$ cat config.mk
export PLATFORM = sky130hd
export DESIGN_NAME = dhsm_unit
export DESIGN_NICKNAME = d
export VERILOG_FILES = /design/src/dhsm_pkg.sv /design/src/dhsm_unit.sv
export VERILOG_INCLUDE_DIRS = /design/src /design/src/src
export SDC_FILE = /design/constraint.sdc
export NUM_CORES = 1
export LEC_CHECK = 0
export ABC_CLOCK_PERIOD_IN_PS = 13180
export BUFFER_PORTS_ARGS = -buffer_cell sky130_fd_sc_hd__buf_4
export CORE_UTILIZATION = 45
export DETAILED_ROUTE_END_ITERATION = 10
export HOLD_SLACK_MARGIN = 0.03
export MAX_ROUTING_LAYER = met4
export PLACE_DENSITY_LB_ADDON = 0.25
export SYNTH_ARGS = -nofsm -noshare
export SYNTH_HDL_FRONTEND = slang
export SYNTH_SLANG_ARGS = --single-unit
$ cat constraint.sdc
create_clock -name clk_sys_in -period 13.18 [get_ports clk_sys_in]
set_clock_uncertainty 0.15 [all_clocks]
set_input_delay 1.977 -clock clk_sys_in [delete_from_list [all_inputs] [get_ports clk_sys_in]]
set_output_delay 1.977 -clock clk_sys_in [all_outputs]
set_load 0.02 [all_outputs]
$ cat src/dhsm_cfg.svh
// Behaviour
// - Arithmetic shift moves both 16-bit halves together, same distance, nothing crosses.
// - Arithmetic right shift fills vacated upper bits with the half's sign.
// - Arithmetic left shift without saturation acts as a logical left shift.
// - Saturating left shift clamps to max positive or negative, keeping sign.
// - Immediate arithmetic right shift takes an unsigned distance 0 to 15.
// - Register shift: positive goes left (saturating if asked), negative goes right.
// - Register magnitude valid -16 to +15; higher bits are ignored.
// - Shifts set zero flag if a half is zero, negative if one is negative.
// - Arithmetic shift sets overflow if either half overflows, else clears it.
// - Sticky overflow sets with overflow, otherwise holds.
// - All other status bits stay unchanged.
// - Logical shift works per half, drops shifted-out bits, fills with zeros.
// - Register logical shift: positive magnitude left, negative right.
// - Immediate logical shifts take an unsigned 4-bit distance 0 to 15.
// - Maximum compares upper and lower halves apart, larger goes to each half.
// - Maximum compares the halves as signed numbers.
// - Maximum sets zero and negative flags per halves and clears overflow.
// - Sources stay unchanged unless the destination is the same register.
`ifndef DHSM_CFG_SVH
`define DHSM_CFG_SVH

// ----------------------------------------
// Register map, byte addresses
// ----------------------------------------
`define DHSM_DATA_BASE   6'h00
`define DHSM_DATA_LAST   6'h1c
`define DHSM_CMD_ADDR    6'h20
`define DHSM_STAT_ADDR   6'h24

// ----------------------------------------
// Status word bits and reset values
// ----------------------------------------
`define DHSM_ZERO_BIT    0
`define DHSM_NEG_BIT     1
`define DHSM_OVF_BIT     24
`define DHSM_STICKY_BIT  25
`define DHSM_STAT_RST    32'h0000_0000
`define DHSM_DATA_RST    32'h0000_0000

`endif

$ cat src/dhsm_pkg.sv
package dhsm_pkg;

	typedef logic [31:0] dhsm_word_t;

	typedef enum logic [2:0] {
		DHSM_ASR_IMM = 3'b000,
		DHSM_ASL_IMM = 3'b001,
		DHSM_ASH_REG = 3'b010,
		DHSM_LSR_IMM = 3'b011,
		DHSM_LSL_IMM = 3'b100,
		DHSM_LSH_REG = 3'b101,
		DHSM_MAX     = 3'b110,
		DHSM_NOP     = 3'b111
	} dhsm_op_t;

	// Command word layout, high bits first
	typedef struct packed {
		logic [12:0] unused;
		logic [2:0]  src1;
		logic        pad2;
		logic [2:0]  src0;
		logic        pad1;
		logic [2:0]  dst;
		logic [3:0]  imm;
		logic        sat;
		dhsm_op_t    op;
	} dhsm_cmd_t;

	typedef struct packed {
		logic        ovf;
		logic [15:0] val;
	} dhsm_half_t;

endpackage

$ cat src/dhsm_unit.sv
`timescale 1ns/1ps
`include "dhsm_cfg.svh"

module dhsm_unit (
	input  wire logic               clk_sys_in,
	input  wire logic               nrst_in,
	input  wire logic [5:0]         avs_address_in,
	input  wire logic               avs_read_in,
	input  wire logic               avs_write_in,
	input  wire dhsm_pkg::dhsm_word_t avs_writedata_in,
	input  wire logic [3:0]         avs_byteenable_in,
	output dhsm_pkg::dhsm_word_t    avs_readdata_out,
	output logic                    avs_waitrequest_out,
	output dhsm_pkg::dhsm_word_t    arith_status_word_out
);
	import dhsm_pkg::*;

	// ----------------------------------------
	// Bus handshake
	// ----------------------------------------
	logic       wait_q;
	dhsm_word_t rdata_q;
	dhsm_word_t rf_q [8];
	dhsm_word_t stat_q;
	logic       req;
	logic       take;
	logic       is_data;
	logic [2:0] widx;
	dhsm_word_t wmask;

	assign req     = avs_read_in | avs_write_in;
	// Write lands only on the edge where waitrequest is seen low
	assign take    = avs_write_in & ~wait_q;
	assign is_data = avs_address_in <= `DHSM_DATA_LAST;
	assign widx    = avs_address_in[4:2];

	// One wait cycle per access; idle holds waitrequest high
	always_ff @(posedge clk_sys_in or negedge nrst_in)
	begin
		if (!nrst_in)
			wait_q <= 1'b1;
		else
			wait_q <= ~(req & wait_q);
	end

	always_comb
	begin
		wmask = '0;
		for (int i = 0; i < 4; i++)
			wmask[i*8 +: 8] = {8{avs_byteenable_in[i]}};
	end

	always_ff @(posedge clk_sys_in or negedge nrst_in)
	begin
		if (!nrst_in)
			rdata_q <= '0;
		else if (avs_read_in & wait_q)
		begin
			if (is_data)
				rdata_q <= rf_q[widx];
			else if (avs_address_in[5:2] == 4'(`DHSM_CMD_ADDR >> 2))
				rdata_q <= '0;
			else if (avs_address_in[5:2] == 4'(`DHSM_STAT_ADDR >> 2))
				rdata_q <= stat_q;
			else
				rdata_q <= '0;
		end
	end

	// ----------------------------------------
	// Shift core for one half
	// ----------------------------------------
	function automatic dhsm_half_t shift_half(
		input logic [15:0] x,
		input logic [4:0]  cnt,
		input logic        arith,
		input logic        sat
	);
		logic [4:0]         n;
		logic [31:0]        w;
		logic [31:0]        wl;
		logic signed [31:0] wr;
		dhsm_half_t         h;
		n  = cnt[4] ? 5'(~cnt + 5'h01) : cnt;
		w  = {{16{x[15]}}, x};
		wl = w << n;
		wr = $signed(w) >>> n;
		h.ovf = 1'b0;
		if (cnt[4])
		begin
			// Arithmetic keeps sign; logical fills zeros
			h.val = arith ? wr[15:0] : x >> n;
		end
		else
		begin
			// Sign bits may fall off the top unless saturating
			h.val = wl[15:0];
			h.ovf = arith & ~((&wl[31:15]) | ~(|wl[31:15]));
			if (arith & sat & h.ovf)
				h.val = x[15] ? 16'h8000 : 16'h7fff;
		end
		return h;
	endfunction

	// ----------------------------------------
	// Command decode and execute
	// ----------------------------------------
	dhsm_cmd_t  cmd;
	dhsm_word_t a;
	dhsm_word_t b;
	logic       exec;
	logic [4:0] cnt;
	logic       arith;
	logic       is_max;
	dhsm_half_t hh;
	dhsm_half_t hl;
	dhsm_word_t res;
	dhsm_word_t stat_d;

	assign cmd  = dhsm_cmd_t'(avs_writedata_in);
	assign a    = rf_q[cmd.src0];
	assign b    = rf_q[cmd.src1];
	assign exec = take & (avs_address_in == `DHSM_CMD_ADDR) & (cmd.op != DHSM_NOP);

	always_comb
	begin
		arith  = 1'b0;
		is_max = 1'b0;
		cnt    = 5'h00;
		case (cmd.op)
			DHSM_ASR_IMM:
			begin
				arith = 1'b1;
				cnt   = 5'(~{1'b0, cmd.imm} + 5'h01);
			end
			DHSM_ASL_IMM:
			begin
				arith = 1'b1;
				cnt   = {1'b0, cmd.imm};
			end
			DHSM_ASH_REG:
			begin
				arith = 1'b1;
				cnt   = b[4:0];
			end
			DHSM_LSR_IMM:
				cnt = 5'(~{1'b0, cmd.imm} + 5'h01);
			DHSM_LSL_IMM:
				cnt = {1'b0, cmd.imm};
			DHSM_LSH_REG:
				cnt = b[4:0];
			DHSM_MAX:
				is_max = 1'b1;
			default:
				cnt = 5'h00;
		endcase
	end

	// Same count to both halves, no carry between them
	assign hh = shift_half(a[31:16], cnt, arith, cmd.sat);
	assign hl = shift_half(a[15:0], cnt, arith, cmd.sat);

	always_comb
	begin
		if (is_max)
		begin
			res[31:16] = ($signed(a[31:16]) >= $signed(b[31:16])) ? a[31:16] : b[31:16];
			res[15:0]  = ($signed(a[15:0]) >= $signed(b[15:0])) ? a[15:0] : b[15:0];
		end
		else
			res = {hh.val, hl.val};
	end

	always_comb
	begin
		// Only four bits move; the rest is carried over as is
		stat_d = stat_q;
		stat_d[`DHSM_ZERO_BIT] = (res[31:16] == 16'h0000) | (res[15:0] == 16'h0000);
		stat_d[`DHSM_NEG_BIT]  = res[31] | res[15];
		// Overflow only from the arithmetic path; logical and max clear it
		stat_d[`DHSM_OVF_BIT]  = arith & (hh.ovf | hl.ovf);
		if (arith & (hh.ovf | hl.ovf))
			stat_d[`DHSM_STICKY_BIT] = 1'b1;
	end

	// ----------------------------------------
	// Data registers and status word
	// ----------------------------------------
	genvar gi;
	generate
		for (gi = 0; gi < 8; gi++)
		begin : g_rf
			always_ff @(posedge clk_sys_in or negedge nrst_in)
			begin
				if (!nrst_in)
					rf_q[gi] <= `DHSM_DATA_RST;
				else if (exec && cmd.dst == 3'(gi))
					rf_q[gi] <= res;
				else if (take && is_data && widx == 3'(gi))
					rf_q[gi] <= (rf_q[gi] & ~wmask) | (avs_writedata_in & wmask);
			end
		end
	endgenerate

	always_ff @(posedge clk_sys_in or negedge nrst_in)
	begin
		if (!nrst_in)
			stat_q <= `DHSM_STAT_RST;
		else if (exec)
			stat_q <= stat_d;
		else if (take && avs_address_in == `DHSM_STAT_ADDR)
			stat_q <= (stat_q & ~wmask) | (avs_writedata_in & wmask);
	end

	assign avs_readdata_out      = rdata_q;
	assign avs_waitrequest_out   = wait_q;
	assign arith_status_word_out = stat_q;

	// ----------------------------------------
	// Checks
	// ----------------------------------------
	logic       done_q;
	dhsm_op_t   op_q;
	logic       sat_q;
	logic [2:0] dst_q;
	logic [2:0] s0_q;
	dhsm_word_t a_q;
	dhsm_word_t b_q;
	dhsm_word_t st_q;
	dhsm_word_t r;
	dhsm_word_t omask;

	always_ff @(posedge clk_sys_in or negedge nrst_in)
	begin
		if (!nrst_in)
		begin
			done_q <= 1'b0;
			op_q   <= DHSM_NOP;
			sat_q  <= 1'b0;
			dst_q  <= 3'h0;
			s0_q   <= 3'h0;
			a_q    <= '0;
			b_q    <= '0;
			st_q   <= '0;
		end
		else
		begin
			done_q <= exec;
			op_q   <= cmd.op;
			sat_q  <= cmd.sat;
			dst_q  <= cmd.dst;
			s0_q   <= cmd.src0;
			a_q    <= a;
			b_q    <= b;
			st_q   <= stat_q;
		end
	end

	assign r     = rf_q[dst_q];
	assign omask = ~((32'h1 << `DHSM_ZERO_BIT) | (32'h1 << `DHSM_NEG_BIT)
		| (32'h1 << `DHSM_OVF_BIT) | (32'h1 << `DHSM_STICKY_BIT));
endmodule

==> flow_summary.json <==
{
  "maxCapViolations": 0,
  "grt_pass1_vias": 23500,
  "run_status": "finished, final reports clean",
  "cts_buffers": 37,
  "cellLeakagePower_uw": 0.0117,
  "cts_tree": "yes",
  "path_class": "input pin to flop",
  "end_kind": "flop",
  "synthCells": 2676,
  "seq_area_frac_synth": 0.314,
  "pre_cts_ws_ns": 3.21,
  "cp_slowest_stage_delay_ns": 1.01,
  "drive_above_1_share": 0.202,
  "finish.utilization": 0.496,
  "rsz0062_at_grt": "no",
  "antenna_found_initial": 0,
  "required_ns": 13.51,
  "power_density_nw_per_um2": 140,
  "grt_pass1_wl_um": 155000,
  "grt_max_degree": 170,
  "start_kind": "input pin",
  "die_w_um": 241,
  "drt_first_pass_iters": 6,
  "regArea_um2": 8030,
  "cts_resized": 0,
  "initial_core_util": 0.455,
  "fmax_mhz": 103,
  "antenna_left": 0,
  "multi_input_area_um2": 16400,
  "slew_headroom": 0.109,
  "rr_worst_depth": 21,
  "setup_ws_ns": 3.51,
  "totalWireLength_um": 104000,
  "dieHeight_um": 241,
  "synth.distinct_cells": 91,
  "boundaryPins": 111,
  "dieArea_um2": 57900,
  "clk_latency_ns": 0.57,
  "worstMarginPinSlew_ns": 1.33,
  "crit_chain": "buf_4 > and2b_1 > a22o_1 > o31ai_4 > buf_4 > inv_2 > ha_1 > inv_1 > a211oi_2 > nor2_4 > buf_4 > mux4_2 > mux2_2 > o21ai_1 > nor3b_1 > a31o_1 > o21ai_0 > a31oi_1 > o2111ai_1 > nor4bb_1 > a41oi_1 > o31ai_1",
  "h-tree-depth": 2,
  "clock_path_buffers": 3,
  "post_cts_buffers": 0,
  "hold_violations": 0,
  "viasPerCell": 7.15,
  "synth_area_um2": 25600,
  "syn_avg_cell_area_um2": 9.57,
  "synthFlopType": "dfrtp_1",
  "core_area_um2": 56300,
  "cp.arrival_ns": 10.00,
  "hp-class": "flop to flop",
  "hpwlAfterDp_um": 71800,
  "dr_total_vias": 24300,
  "synth-edff-count": 0,
  "n_fill_cell": 5208,
  "crit_top_cell": "buf_4",
  "clkTransAtPathRegs_ns": 0.06,
  "clkSinkCount": 321,
  "synth_nets": 2756,
  "crit_fanout": 57,
  "port_buffers": 110,
  "synth-seq-cells": 321,
  "finalMaxSlewViolations": 0,
  "period_minus_slack_ns": 9.67,
  "drt_iter0_drc": 3622,
  "grt-ovfl-total": 0,
  "diodes": 0,
  "wl_per_cell_um": 30.5,
  "setup_tns_ns": 0,
  "nets": 2701,
  "max-vdd-ir-drop_v": 0.0000869,
  "finalSetupViolCount": 0,
  "track_usage": 0.371,
  "critPathSlowestCell": "a31oi_1",
  "yosysWarningCount": 0,
  "worstHoldPathCells": 2,
  "synth-async-reset-ratio": 1.00,
  "routabilityCongestion": 1.01,
  "rows": 87,
  "finalCritPeriodShare": 0.734,
  "area_growth_pct": 8.96,
  "drc": 0,
  "ctsRootBufferMaster": "clkbuf_16",
  "hold_buffers": 0
}
==> where the power goes <==
part	leakage (µW)	internal [µW]	switching, µW
registers	0.00431	1120	140
logic	0.00680	622	983
clock network	0.000587	588	439
==> worst paths after layout <==
| check | startpoint | slack, ns | to |
|---|---|---|---|
| worst max-delay path | avs_writedata_in[17] | 3.51 | arith_status_word_out[0] |
| worst min-delay path | avs_readdata_out[24] | 0.33 | avs_readdata_out[24] |
| worst max register to register | flop | 5.06 | arith_status_word_out[0] |
| worst min register to register | avs_readdata_out[24] | 0.33 | avs_readdata_out[24] |
| max in group asynchronous | nrst_in | 10.15 | avs_readdata_out[2] |
| min in group asynchronous | nrst_in | 1.27 | async pin |
==> cell type report <==
cell class / count / share of cell area
Multi-Input combinational cell: 2062 / 0.588
Sequential cell: 321 / 0.288
Timing Repair Buffer: 155 / 0.0424
Clock buffer: 58 / 0.0404
Tap cell: 756 / 0.0339
Inverter: 44 / 0.00592
Clock inverter: 9 / 0.00188
==> cell usage after synthesis (all sizes together), types with 36 or more instances <==
| master | n | area [µm²] |
|---|---|---|
| nand2 | 215 | 810 |
| a21oi | 188 | 941 |
| nor2 | 225 | 850 |
| buf | 119 | 588 |
| mux4 | 199 | 4480 |
| mux2 | 83 | 935 |
| a22oi | 199 | 1490 |
| o21ai | 317 | 1600 |
| clkbuf | 130 | 488 |
| mux2i | 146 | 1460 |
| dfrtp | 320 | 8010 |
| and2 | 36 | 225 |
| inv | 44 | 165 |
==> per-layer routing <==
layer	up-vias	part of all wire	track usage
met5	-	0	-
met4	0	0.041	0.146
met3	291	0.11	0.0865
met2	1726	0.44	0.537
met1	12100	0.40	0.502
li1	10200	-	-
==> kinds of logic (layout without fill, tap and decap cells) <==
kind of cell               Yosys count  after routing  synth area share
AOI/OAI and AO/OA                  936            936             0.233
and+or+nand+nor                    662            662             0.119
muxes                              428            428             0.269
DFF                                321            321             0.314
buffers and inverters              293            266            0.0485
adders and majority gates           34             34            0.0166
xor gates and xnor gates             2              2          0.000684
==> worst max-delay path, delay by kind of cell <==
family	cells	cell delay, ns
AOI/OAI and AO/OA	10	3.11
and+or+nand+nor	4	1.69
adders and majority gates	1	0.46
muxes	2	0.76
buffers and inverters	5	1.95
==> layout by cell type, fill, tap and decap left out, drive strengths merged, types with 83 or more instances in the layout <==
master and n:
buf 155, dfrtp 320, mux4 199, o21ai 317
a22oi 199, mux2 83, nor2 225, nand2 215
a21oi 188, mux2i 146
==> through the flow <==
stage	hold WS, ns	instance area [µm²]	cells	total power [µW]
floorplan	0.351	25600	2676	2330
global placement	0.313	26700	3338	2810
detailed placement	0.322	26700	3338	2830
CTS	0.334	27900	3405	3840
global route	0.342	27900	3405	4060
finish	0.327	27900	3405	3890
No activity file was read; power rests on OpenSTA's default activity.
